## src/rtl/det_defs.svh

```systemverilog
// Register map, limits, reset values and timing for the level detectors
`ifndef DET_DEFS_SVH
`define DET_DEFS_SVH

// ****************************************
// Register indices (byte address is 4x)
// ****************************************
`define IDX_DO_SEL      16'h0A01
`define IDX_RELAY_SEL   16'h0A02
`define IDX_FR_BAND     16'h0A18
`define IDX_AF_TARGET   16'h0A19
`define IDX_AF_BAND     16'h0A1A
`define IDX_ZC_LEVEL    16'h0A1D
`define IDX_ZC_DELAY    16'h0A1E
`define IDX_OC_THR      16'h0A1F
`define IDX_OC_DELAY    16'h0A20
`define IDX_FMAX        16'h010B
`define IDX_STATUS      16'h0A40
`define IDX_MASK        16'h0A41
`define IDX_LIVE        16'h0A42

// ****************************************
// Reset values
// ****************************************
`define RST_DO_SEL      16'h0002
`define RST_RELAY_SEL   16'h0008
`define RST_FR_BAND     16'h0000
`define RST_AF_TARGET   16'h1388
`define RST_AF_BAND     16'h0000
`define RST_ZC_LEVEL    16'h0032
`define RST_ZC_DELAY    16'h000A
`define RST_OC_THR      16'h07D0
`define RST_OC_DELAY    16'h0001
`define RST_FMAX        16'h1388

// ****************************************
// Limits and selector codes
// ****************************************
`define SEL_MAX         16'h0023
`define SEL_ZERO_CUR    16'h0007
`define SEL_FREQ_REACH  16'h0011
`define SEL_ANY_FREQ    16'h0016
`define SEL_OVER_CUR    16'h001E
`define PCT_FREQ_MAX    16'h03E8
`define PCT_CUR_MAX     16'h0BB8
`define PCT_SCALE       1000
`define DELAY_MAX       16'hEA60
`define ZC_DELAY_MIN    16'h0001

// ****************************************
// Timing: delays count in 0.01 s ticks
// ****************************************
`define CLK_HZ          50000000
`define TICK_MS         10
`define TICK_CYCLES     ((`CLK_HZ / 1000) * `TICK_MS)

`endif

```

## src/rtl/det_pkg.sv

```systemverilog
// Types shared by the level detectors and their bench
package det_pkg;

  typedef logic [15:0] word_t;

  // Live measurements, frequency in 0.01 Hz, current in amps units
  typedef struct packed {
    word_t op_freq;
    word_t set_freq;
    word_t out_cur;
    word_t rated_cur;
  } meas_s;

  // One bit per detector, also the status and mask layout
  typedef struct packed {
    logic over_cur;
    logic zero_cur;
    logic any_freq;
    logic freq_reached;
  } det_s;

endpackage : det_pkg

```

## src/rtl/freq_current_level_detectors.sv

```systemverilog
// Frequency and current level detectors with APB registers
//
// The APB slave port was decided locally.
`timescale 1ns/1ps
`include "det_defs.svh"

module freq_current_level_detectors #(
  parameter int TICK_CYCLES = `TICK_CYCLES
) (
  input  wire logic          pclk,
  input  wire logic          presetn,
  input  wire logic          psel,
  input  wire logic          penable,
  input  wire logic          pwrite,
  input  wire logic [17:0]   paddr,
  input  wire logic [31:0]   pwdata,
  output logic [31:0]        prdata,
  output logic               pready,
  output logic               pslverr,
  input  det_pkg::meas_s     meas,
  output logic               do_out,
  output logic               relay_out,
  output logic               irq
);
  import det_pkg::*;

  // ****************************************
  // Elaboration checks
  // ****************************************
  if (TICK_CYCLES < 1) begin : g_bad_tick
    $error("TICK_CYCLES must be at least 1");
  end

  // ****************************************
  // Helpers
  // ****************************************
  function automatic logic [16:0] pct_of(input word_t pct,
                                         input word_t base);
    logic [31:0] prod;
    prod = 32'(pct) * 32'(base);
    prod = prod / `PCT_SCALE;
    // Clamp: 300% of a large rated current overflows 17 bits
    pct_of = (prod > 32'h0001FFFF) ? 17'h1FFFF : prod[16:0];
  endfunction : pct_of

  function automatic logic in_window(input word_t v, input word_t c,
                                     input logic [16:0] w);
    logic [17:0] lo;
    logic [17:0] hi;
    lo = 18'(c) - 18'(w);
    hi = 18'(c) + 18'(w);
    in_window = (w > 17'(c) || 18'(v) >= lo) && 18'(v) <= hi;
  endfunction : in_window

  // ****************************************
  // Registers
  // ****************************************
  word_t       do_sel_r;
  word_t       relay_sel_r;
  word_t       fr_band_r;
  word_t       af_target_r;
  word_t       af_band_r;
  word_t       zc_level_r;
  word_t       zc_delay_r;
  word_t       oc_thr_r;
  word_t       oc_delay_r;
  word_t       fmax_r;
  det_s        status_r;
  det_s        mask_r;
  logic [31:0] tick_cnt_r;
  logic        tick_r;
  word_t       zc_cnt_r;
  word_t       oc_cnt_r;
  det_s        cond_d_r;

  // ****************************************
  // APB decode
  // ****************************************
  wire  [15:0] idx      = paddr[17:2];
  wire         aligned  = paddr[1:0] == 2'b00;
  wire         setup    = psel && !penable;
  wire         wr_en    = psel && penable && pready && pwrite;
  wire  [15:0] wd       = pwdata[15:0];
  wire         hi_zero  = pwdata[31:16] == 16'h0000;
  wire         is_do    = aligned && idx == `IDX_DO_SEL;
  wire         is_rly   = aligned && idx == `IDX_RELAY_SEL;
  wire         is_frb   = aligned && idx == `IDX_FR_BAND;
  wire         is_aft   = aligned && idx == `IDX_AF_TARGET;
  wire         is_afb   = aligned && idx == `IDX_AF_BAND;
  wire         is_zcl   = aligned && idx == `IDX_ZC_LEVEL;
  wire         is_zcd   = aligned && idx == `IDX_ZC_DELAY;
  wire         is_oct   = aligned && idx == `IDX_OC_THR;
  wire         is_ocd   = aligned && idx == `IDX_OC_DELAY;
  wire         is_fmax  = aligned && idx == `IDX_FMAX;
  wire         is_stat  = aligned && idx == `IDX_STATUS;
  wire         is_mask  = aligned && idx == `IDX_MASK;
  wire         is_live  = aligned && idx == `IDX_LIVE;

  // Out-of-range values are refused whole and flagged with pslverr; status and mask writes take pwdata[3:0] unchecked
  wire ok_do   = is_do  && hi_zero && wd <= `SEL_MAX;
  wire ok_rly  = is_rly && hi_zero && wd <= `SEL_MAX;
  wire ok_frb  = is_frb && hi_zero && wd <= `PCT_FREQ_MAX;
  wire ok_aft  = is_aft && hi_zero && wd <= fmax_r;
  wire ok_afb  = is_afb && hi_zero && wd <= `PCT_FREQ_MAX;
  wire ok_zcl  = is_zcl && hi_zero && wd <= `PCT_CUR_MAX;
  wire ok_zcd  = is_zcd && hi_zero && wd >= `ZC_DELAY_MIN
                 && wd <= `DELAY_MAX;
  wire ok_oct  = is_oct && hi_zero && wd <= `PCT_CUR_MAX;
  wire ok_ocd  = is_ocd && hi_zero && wd <= `DELAY_MAX;
  // Fmax may not drop below the stored target
  wire ok_fmax = is_fmax && hi_zero && wd >= af_target_r;
  wire ok_w    = ok_do || ok_rly || ok_frb || ok_aft || ok_afb || ok_zcl
                 || ok_zcd || ok_oct || ok_ocd || ok_fmax || is_stat
                 || is_mask;
  wire mapped  = is_do || is_rly || is_frb || is_aft || is_afb || is_zcl
                 || is_zcd || is_oct || is_ocd || is_fmax || is_stat
                 || is_mask || is_live;
  wire err_nxt = pwrite ? !ok_w : !mapped;

  // ****************************************
  // Detector conditions
  // ****************************************
  wire [16:0] fr_band = pct_of(fr_band_r, fmax_r);
  wire [16:0] af_band = pct_of(af_band_r, fmax_r);
  wire [16:0] zc_lvl  = pct_of(zc_level_r, meas.rated_cur);
  wire [16:0] oc_lvl  = pct_of(oc_thr_r, meas.rated_cur);
  wire fr_cond = in_window(meas.op_freq, meas.set_freq, fr_band);
  wire af_cond = in_window(meas.op_freq, af_target_r, af_band);
  wire zc_cond = 17'(meas.out_cur) <= zc_lvl;
  wire oc_cond = 17'(meas.out_cur) > oc_lvl;
  // Timer compares against delay in ticks; phase of tick adds <1 tick
  wire zc_hit  = zc_cond && zc_cnt_r > zc_delay_r;
  wire oc_hit  = oc_cond && oc_cnt_r > oc_delay_r;
  det_s cond;
  assign cond = '{over_cur: oc_hit, zero_cur: zc_hit,
                  any_freq: af_cond, freq_reached: fr_cond};
  wire [3:0] rise = cond & ~cond_d_r;

  function automatic logic route(input word_t sel, input det_s c);
    unique case (sel)
      `SEL_FREQ_REACH: route = c.freq_reached;
      `SEL_ANY_FREQ:   route = c.any_freq;
      `SEL_ZERO_CUR:   route = c.zero_cur;
      `SEL_OVER_CUR:   route = c.over_cur;
      default:         route = 1'b0;
    endcase
  endfunction : route

  wire [31:0] rd_mux =
      is_do   ? {16'h0000, do_sel_r}    : is_rly  ? {16'h0000, relay_sel_r} :
      is_frb  ? {16'h0000, fr_band_r}   : is_aft  ? {16'h0000, af_target_r} :
      is_afb  ? {16'h0000, af_band_r}   : is_zcl  ? {16'h0000, zc_level_r}  :
      is_zcd  ? {16'h0000, zc_delay_r}  : is_oct  ? {16'h0000, oc_thr_r}    :
      is_ocd  ? {16'h0000, oc_delay_r}  : is_fmax ? {16'h0000, fmax_r}      :
      is_stat ? {28'h0000000, status_r} : is_mask ? {28'h0000000, mask_r}   :
      is_live ? {28'h0000000, cond}     : 32'h00000000;

  // ****************************************
  // APB response, zero wait states
  // ****************************************
  always_ff @(posedge pclk or negedge presetn) begin
    if (!presetn) begin
      pready  <= 1'b0;
      pslverr <= 1'b0;
      prdata  <= 32'h00000000;
    end else begin
      pready  <= setup;
      pslverr <= setup && err_nxt;
      if (setup && !pwrite) begin
        prdata <= rd_mux;
      end
    end
  end

  // ****************************************
  // Configuration registers
  // ****************************************
  always_ff @(posedge pclk or negedge presetn) begin
    if (!presetn) begin
      do_sel_r    <= `RST_DO_SEL;
      relay_sel_r <= `RST_RELAY_SEL;
      fr_band_r   <= `RST_FR_BAND;
      af_target_r <= `RST_AF_TARGET;
      af_band_r   <= `RST_AF_BAND;
      zc_level_r  <= `RST_ZC_LEVEL;
      zc_delay_r  <= `RST_ZC_DELAY;
      oc_thr_r    <= `RST_OC_THR;
      oc_delay_r  <= `RST_OC_DELAY;
      fmax_r      <= `RST_FMAX;
      mask_r      <= '0;
    end else if (wr_en) begin
      if (ok_do)   do_sel_r    <= wd;
      if (ok_rly)  relay_sel_r <= wd;
      if (ok_frb)  fr_band_r   <= wd;
      if (ok_aft)  af_target_r <= wd;
      if (ok_afb)  af_band_r   <= wd;
      if (ok_zcl)  zc_level_r  <= wd;
      if (ok_zcd)  zc_delay_r  <= wd;
      if (ok_oct)  oc_thr_r    <= wd;
      if (ok_ocd)  oc_delay_r  <= wd;
      if (ok_fmax) fmax_r      <= wd;
      if (is_mask) mask_r      <= det_s'(pwdata[3:0]);
    end
  end

  // ****************************************
  // Tick divider and persistence timers
  // ****************************************
  always_ff @(posedge pclk or negedge presetn) begin
    if (!presetn) begin
      tick_cnt_r <= 32'h00000000;
      tick_r     <= 1'b0;
    end else begin
      tick_r     <= tick_cnt_r == 32'(TICK_CYCLES - 1);
      tick_cnt_r <= (tick_cnt_r == 32'(TICK_CYCLES - 1))
                    ? 32'h00000000 : tick_cnt_r + 32'h00000001;
    end
  end

  // Saturate so a long stay never wraps back below the delay
  always_ff @(posedge pclk or negedge presetn) begin
    if (!presetn) begin
      zc_cnt_r <= 16'h0000;
      oc_cnt_r <= 16'h0000;
    end else begin
      if (!zc_cond) zc_cnt_r <= 16'h0000;
      else if (tick_r && zc_cnt_r != 16'hFFFF)
        zc_cnt_r <= zc_cnt_r + 16'h0001;
      if (!oc_cond) oc_cnt_r <= 16'h0000;
      else if (tick_r && oc_cnt_r != 16'hFFFF)
        oc_cnt_r <= oc_cnt_r + 16'h0001;
    end
  end

  // ****************************************
  // Outputs, events and interrupt
  // ****************************************
  always_ff @(posedge pclk or negedge presetn) begin
    if (!presetn) begin
      do_out    <= 1'b0;
      relay_out <= 1'b0;
      cond_d_r  <= '0;
      status_r  <= '0;
      irq       <= 1'b0;
    end else begin
      do_out    <= route(do_sel_r, cond);
      relay_out <= route(relay_sel_r, cond);
      cond_d_r  <= cond;
      // Set wins over a same-cycle write-one-to-clear
      status_r  <= (status_r & ~((wr_en && is_stat) ? pwdata[3:0] : 4'h0))
                   | rise;
      irq       <= |(status_r & mask_r);
    end
  end
endmodule : freq_current_level_detectors

```

## config.mk

```make
export PLATFORM = sky130hd
export DESIGN_NAME = freq_current_level_detectors
export DESIGN_NICKNAME = d
export VERILOG_FILES = /design/src/rtl/det_pkg.sv /design/src/rtl/freq_current_level_detectors.sv
export VERILOG_INCLUDE_DIRS = /design/src /design/src/rtl
export SDC_FILE = /design/constraint.sdc
export NUM_CORES = 2
export LEC_CHECK = 0
export ABC_AREA = 1
export BUFFER_PORTS_ARGS = -buffer_cell sky130_fd_sc_hd__buf_4
export CORE_MARGIN = 1
export CORE_UTILIZATION = 55
export DETAILED_ROUTE_END_ITERATION = 7
export MAX_ROUTING_LAYER = met4
export PLACE_DENSITY = 0.74
export SLEW_MARGIN = 10
export SYNTH_ARGS = -nofsm -noshare
export SYNTH_HDL_FRONTEND = slang
export SYNTH_SLANG_ARGS = --single-unit
```

## constraint.sdc

```tcl
create_clock -name pclk -period 20.5 [get_ports pclk]
set_input_delay 3.075 -clock pclk [delete_from_list [all_inputs] [get_ports pclk]]
set_output_delay 3.075 -clock pclk [all_outputs]
set_load 0.01 [all_outputs]
```

; Word-level counts from Yosys, hierarchy flattened
; Cells that the tools add are included.
[totals]
ff_bits = 274
inputBits = 119
output_inout_bits = 37
wordCells = 216
[op_classes]
addsub = 7
n_mul = 4
div_mod_pow = 4
order_cmp = 21
eq_ne = 26
muxes = 26
bitwise_logic = 6
reduce_logical = 90
[ops]
columns = operator, count
row1 = two-way mux 16 bit, 14
row2 = equality test 16 x 12 -> 1 bit (second input constant), 12
row3 = divider 32 x 10 -> 32 bit (second input constant), 4
row4 = > comparator 32 x 17 -> 1 bit (second input constant), 4
row5 = multiplier 16 x 16 -> 32 bit, 4
row6 = equality test 16 x 5 -> 1 bit (second input constant), 6
row7 = two-way mux 17 bit, 4
row8 = logical AND 1 bit, 47
row9 = adder 16 x 17 -> 18 bit, 2
row10 = >= comparator 16 x 18 -> 1 bit, 2
row11 = <= comparator 16 x 18 -> 1 bit, 2
row12 = subtractor 16 x 17 -> 18 bit, 2
row13 = > comparator 17 x 16 -> 1 bit, 2
row14 = adder 16 x 1 -> 16 bit (second input constant), 2
row15 = adder 32 x 1 -> 32 bit (second input constant), 1
row16 = equality test 16 x 3 -> 1 bit (second input constant), 2
row17 = equality test 32 x 19 -> 1 bit (second input constant), 1
row18 = > comparator 16 bit, 2
row19 = two-way mux 32 bit, 1
row20 = inequality test 16 bit (second input constant), 2
row21 = logical OR 1 bit, 25
row22 = AND reduction 2 bit, 11
row23 = > comparator 16 x 17 -> 1 bit, 1
row24 = <= comparator 16 x 17 -> 1 bit, 1
row25 = other kinds (19), 30

; Longest topological paths before layout
[depth]
word_depth = 21
ltp_mapped = 200
mapped_depth_nobuf = 198

; Worst setup path after synthesis
; Ideal clock, no wire load.
[synth_timing]
path_type = input-to-reg
startpoint = input port meas[6] (netlist name)
endpoint = register prdata[2]
setup_ns = 0.135
t_arrival_ns = 21.210
required_time_ns = 20.365
path_slack_ns = -0.845
stages = 164
path_cell_list = clkbuf_1 -> nand2_1 -> fa_1 -> inv_1 -> fa_1 -> inv_1 -> fa_1 -> inv_1 -> fa_1 -> inv_1 -> fa_1 -> inv_1 -> fa_1 -> ha_1 -> nand2_1 -> nor2_1 -> nand3_1 -> nand3_2 -> [128 not listed] -> a221o_1 -> nand2_1 -> inv_1 -> o21ai_0 -> a21boi_0 -> o32ai_1 -> nor3_1 -> inv_1 -> nand2_1 -> nor3_1 -> a221oi_1 -> o221ai_1 -> a221oi_1 -> o21ai_0 -> a21oi_1 -> nand3_1 -> a221oi_1 -> o31ai_1
[synth_via]
elab_chain_len = 19
[synth_rtl]
columns = element, line_no
row1 = "start, declared", freq_current_level_detectors.sv:20  ; input det_pkg::meas_s meas,
row2 = multiplier 16 x 16 -> 32 bit (*), freq_current_level_detectors.sv:40  ; prod = 32'(pct) * 32'(base);
row3 = divider 32 x 10 -> 32 bit (no line) (*), -
row4 = > comparator 32 x 17 -> 1 bit, freq_current_level_detectors.sv:43  ; pct_of = (prod > 32'h0001FFFF) ? 17'h1FFFF : prod[16:0];
row5 = two-way mux 17 bit (*), freq_current_level_detectors.sv:43
row6 = <= comparator 16 x 17 -> 1 bit (*), freq_current_level_detectors.sv:129  ; wire zc_cond = 17'(meas.out_cur) <= zc_lvl;
row7 = logical AND 1 bit (*), freq_current_level_detectors.sv:132  ; wire zc_hit = zc_cond && zc_cnt_r > zc_delay_r;
row8 = two-way mux 4 bit (*), freq_current_level_detectors.sv:156  ; is_live ? {28'h0000000, cond} : 32'h00000000;
row9 = two-way mux 4 bit (*) (2 in a row), freq_current_level_detectors.sv:155  ; is_stat ? {28'h0000000, status_r} : is_mask ? {28'h0000000, mask_r} :
row10 = two-way mux 16 bit (*) (2 in a row), freq_current_level_detectors.sv:154  ; is_ocd ? {16'h0000, oc_delay_r} : is_fmax ? {16'h0000, fmax_r} :
row11 = two-way mux 16 bit (*) (2 in a row), freq_current_level_detectors.sv:153  ; is_zcd ? {16'h0000, zc_delay_r} : is_oct ? {16'h0000, oc_thr_r} :
row12 = two-way mux 16 bit (*) (2 in a row), freq_current_level_detectors.sv:152  ; is_afb ? {16'h0000, af_band_r} : is_zcl ? {16'h0000, zc_level_r} :
row13 = two-way mux 16 bit (*) (2 in a row), freq_current_level_detectors.sv:151  ; is_frb ? {16'h0000, fr_band_r} : is_aft ? {16'h0000, af_target_r} :
row14 = two-way mux 16 bit (*) (2 in a row), freq_current_level_detectors.sv:150  ; is_do ? {16'h0000, do_sel_r} : is_rly ? {16'h0000, relay_sel_r} :
row15 = "end signal, assigned", freq_current_level_detectors.sv:170  ; prdata <= rd_mux;
row16 = "end, declared", freq_current_level_detectors.sv:17  ; output logic [31:0] prdata,
; Mark *: on every way between the ends. The rest lies on a longest branch, timed or not.
; A chain may end at the register's enable or synchronous reset.

; Worst setup path after layout
[layout_timing]
startpoint = register fmax_r[3]
endpoint = register prdata[0]
[layout_via]
elab_chain_len = 21
word_cells_on_any_way = 24
cone_classes = add/sub: 2 / mul: 1 / div: 1 / order compare: 4 / mux: 14 / reduce/logical: 2
[layout_rtl]
columns = element, line_no
row1 = "start, declared", freq_current_level_detectors.sv:67  ; word_t fmax_r;
row2 = "start signal, assigned", freq_current_level_detectors.sv:189  ; fmax_r <= `RST_FMAX;
row3 = "start signal, assigned", freq_current_level_detectors.sv:201  ; if (ok_fmax) fmax_r <= wd;
row4 = multiplier 16 x 16 -> 32 bit (*), freq_current_level_detectors.sv:40
row5 = divider 32 x 10 -> 32 bit (no line) (*), -
row6 = > comparator 32 x 17 -> 1 bit, freq_current_level_detectors.sv:43
row7 = two-way mux 17 bit (*), freq_current_level_detectors.sv:43
row8 = subtractor 16 x 17 -> 18 bit, freq_current_level_detectors.sv:50  ; lo = 18'(c) - 18'(w);
row9 = >= comparator 16 x 18 -> 1 bit, freq_current_level_detectors.sv:52  ; in_window = (w > 17'(c) || 18'(v) >= lo) && 18'(v) <= hi;
row10 = logical OR 1 bit, freq_current_level_detectors.sv:52
row11 = logical AND 1 bit (*), freq_current_level_detectors.sv:52
row12 = two-way mux 4 bit (*), freq_current_level_detectors.sv:156
row13 = two-way mux 4 bit (*) (2 in a row), freq_current_level_detectors.sv:155
row14 = two-way mux 16 bit (*) (2 in a row), freq_current_level_detectors.sv:154
row15 = two-way mux 16 bit (*) (2 in a row), freq_current_level_detectors.sv:153
row16 = two-way mux 16 bit (*) (2 in a row), freq_current_level_detectors.sv:152
row17 = two-way mux 16 bit (*) (2 in a row), freq_current_level_detectors.sv:151
row18 = two-way mux 16 bit (*) (2 in a row), freq_current_level_detectors.sv:150
; Marked as above.

==> flow_metrics.tcl <==
set metrics [dict create \
    outcome "complete, but fails checks" \
    violations "setup timing" \
    crit_slowest_cell "dfstp_4" \
    async_reset_ff_frac 1.00 \
    root_buffer "clkbuf_16" \
    place_ws_ns -3.99 \
    initial_utilization 0.557 \
    dieArea_mm2 0.141 \
    layout.nets 14900 \
    required_ns 20.90 \
    synth.area.top_cells "fa_1 (20%), nand2_1 (14%), inv_1 (12%)" \
    n_fill_cell 9999 \
    fin_skew_ns 0.0394 \
    portBuffers 139 \
    numCtsBuffers 28 \
    cts-htree-levels 1 \
    core_mm2 0.138 \
    critPathKind "reg2reg" \
    layout-drive-gt1-share 0.339 \
    die_w_um 376 \
    synth_area_per_cell_um2 6.73 \
    routabilityCongestion 1.02 \
    vdd_drop_max_mv 0.0634 \
    fin_ws_ns -2.73 \
    clk_pin_slew_ns 0.07 \
    cts_hold_buffers 0 \
    synth_warnings 0 \
    rsz0062_at_grt "yes" \
    synthDistinctLibCells 90 \
    max_cap_viol_count 0 \
    syn_area_mm2 0.0768 \
    yosys.area.top_type "fa_1" \
    critPathTopFamily "simple AND/OR/NAND/NOR gates" \
    end_kind "flop" \
    grt-ovfl-total 0 \
    hp-class "reg2reg" \
    tightest_slew_ns 1.22 \
    slew_viol_final 0 \
    first_pass_iters 6 \
    synth_top_area_frac 0.203 \
    grt_max_degree 121 \
    powerDensity_mw_per_mm2 12.0 \
    finalHoldViolCount 0 \
    netlist_instances 11400 \
    cts_sinks 258 \
    cp_max_fo 8 \
    grt_use_total 0.344 \
    area_growth_pct 35.0 \
    leakagePower_nw 60.4 \
    clock_path_buffers 3 \
    layout_worst_path_cycle_share 1.13 \
    grt_pass1_vias 82600 \
    crit_top_cell "nand2_1" \
    synth_ff_type "dfrtp_1" \
    synth_edf_count 0 \
    start_kind "flop" \
    vias 81300 \
    routed_wl_mm 248 \
    min_period_ns 23.23 \
    wire_per_inst_um 16.2 \
    path_buf_inv 28 \
    crit_arrival_ns 23.63 \
    dp_hpwl_mm 191 \
    grt_pass1_wl_mm 394 \
    drc 0 \
    multiInputGateArea_mm2 0.0660 \
    die_h_um 376 \
    final_core_util 0.751 \
    setup_viol 46 \
    register_area_mm2 0.00650 \
    rows 136 \
    max_freq_mhz 43.0 \
    critPathMaxStageDelay_ns 0.65 \
    clock_latency_ns 0.58 \
    timing.slew.headroom 0.187 \
    drt_iter0_markers 5664 \
    antenna_found_initial 1 \
    synth-seq-cells 258 \
    io_pins 156 \
    via_per_inst 5.32 \
    ys_seq_area_frac 0.0845 \
    cts_tree "built" \
    antenna_left 0 \
]
[registers in the layout, indices dropped and copies added (netlist names), 4 cells and up]
name,cells
prdata,16
oc_thr_r,16
af_target_r,16
status_r,4
af_band_r,16
zc_level_r,16
oc_cnt_r,16
relay_sel_r,16
fr_band_r,16
mask_r,4
zc_cnt_r,16
do_sel_r,16
oc_delay_r,16
cond_d_r,4
tick_cnt_r,32
fmax_r,16
zc_delay_r,16
[cell type report]
| type | count | area share |
|---|---|---|
| antenna | 1 | 0.0000241 |
| tap | 1863 | 0.0225 |
| inverter | 2612 | 0.0961 |
| multi-input combinational | 8262 | 0.637 |
| sequential | 258 | 0.0627 |
| timing repair buffer | 2221 | 0.173 |
| timing repair inverter | 1 | 0.0000724 |
| clock buffer | 37 | 0.00729 |
| clock inverter | 15 | 0.00204 |
[through the flow]
stage                     cells  setup TNS [ns]  hold WS [ns]  total power, mW  cell area (um^2)
final                     15300          -62.38         0.432             1.24            104000
after detailed placement  14800          -97.80         0.424            0.674             92500
after floorplan           11400          -0.850         0.411            0.590             77300
after global placement    14800          -73.80         0.414            0.670             92500
after global routing      15300         -118.42         0.433             1.28            104000
after CTS                 15100          -35.80         0.427             1.24             99000
[cell usage in the layout (no fill, tap or decap), types with 37 or more instances in the layout]
| cell | n |
|---|---|
| a21oi_1 | 240 |
| a21oi_2 | 78 |
| buf_12 | 59 |
| buf_4 | 2076 |
| buf_6 | 67 |
| dfrtp_1 | 228 |
| fa_1 | 756 |
| ha_1 | 579 |
| ha_4 | 57 |
| inv_1 | 2367 |
| inv_2 | 183 |
| inv_4 | 37 |
| nand2_1 | 2635 |
| nand2_2 | 591 |
| nand2_4 | 290 |
| nand2_8 | 45 |
| nand3_1 | 440 |
| nand3_2 | 221 |
| nand3_4 | 96 |
| nand3b_1 | 48 |
| nand4_1 | 114 |
| nor2_1 | 447 |
| nor2_2 | 149 |
| nor2_4 | 154 |
| nor3_1 | 69 |
| o21ai_0 | 251 |
| o21ai_1 | 102 |
| o21ai_2 | 90 |
| o21bai_1 | 56 |
| xor2_1 | 240 |
[logic make-up (layout without fill, tap and decap cells)]
kind of cell               Yosys count  in the layout  synth area share
and+or+nand+nor                   5393           5401             0.338
other                                1             17         0.0000488
xor gates and xnor gates           292            292            0.0336
DFF                                258            258            0.0845
muxes                                5              5          0.000733
AOI/OAI and AO/OA                 1123           1123            0.0905
buffers and inverters             2922           4886             0.145
adders and majority gates         1425           1425             0.308
[where the power goes]
group          switching, mW  internal [mW]  total (mW)  leakage, nW
clock                  0.221          0.323       0.544        0.478
sequential          0.000904          0.511       0.512         3.47
combinational          0.108         0.0789       0.187         56.5
[Yosys cell counts (all sizes together), types with 3 or more instances]
master	n
a2111oi	5
a211oi	7
a21boi	16
a21o	13
a21oi	339
a221oi	44
a311oi	3
a31o	3
a31oi	20
and2	18
buf	53
clkbuf	257
clkinv	18
dfrtp	234
dfstp	24
fa	780
ha	645
inv	2592
mux2	5
nand2	3553
nand3	757
nand3b	51
nand4	117
nor2	753
nor3	97
nor4	33
o2111ai	10
o211ai	41
o21a	16
o21ai	461
o21bai	86
o221ai	7
o22ai	12
o311ai	3
o31ai	27
or2	8
xnor2	38
xor2	254
[routing by layer]
metal	vias to the layer above	GRT usage	wire, um
met2	2655	0.616	126000
met1	38900	0.384	93600
met3	901	0.0295	12600
met4	0	0.169	15000
met5	-	-	0
li1	38800	-	-
[final timing paths]
| check | from | endpoint | depth (start not counted) | slack [ns] |
|---|---|---|---|---|
| min | cond_d_r[2]$_DFF_PN0_ | status_r[2]$_DFF_PN0_ | 1 | 0.43 |
| min in group asynchronous | presetn | prdata[9]$_DFFE_PN0P_ | 1 | 2.57 |
| max reg2reg | fmax_r[3]$_DFFE_PN1P_ | prdata[0]$_DFFE_PN0P_ | 166 | -2.73 |
| min reg2reg | cond_d_r[2]$_DFF_PN0_ | status_r[2]$_DFF_PN0_ | 1 | 0.43 |
| max in group asynchronous | presetn | af_band_r[10]$_DFFE_PN0P_ | 3 | 15.54 |
| max | fmax_r[3]$_DFFE_PN1P_ | prdata[0]$_DFFE_PN0P_ | 166 | -2.73 |
[repair_timing]
item / 4_1_cts / 5_1_grt
resized for setup: 840 / 817
cloned: 14 / 2
pin swaps: 456 / 564
buffers inserted: 209 / 176
hold endpoints to repair: 0 / 0
endpoints found under the setup margin: 46 / 46
Power figures use the tool's default switching activity.
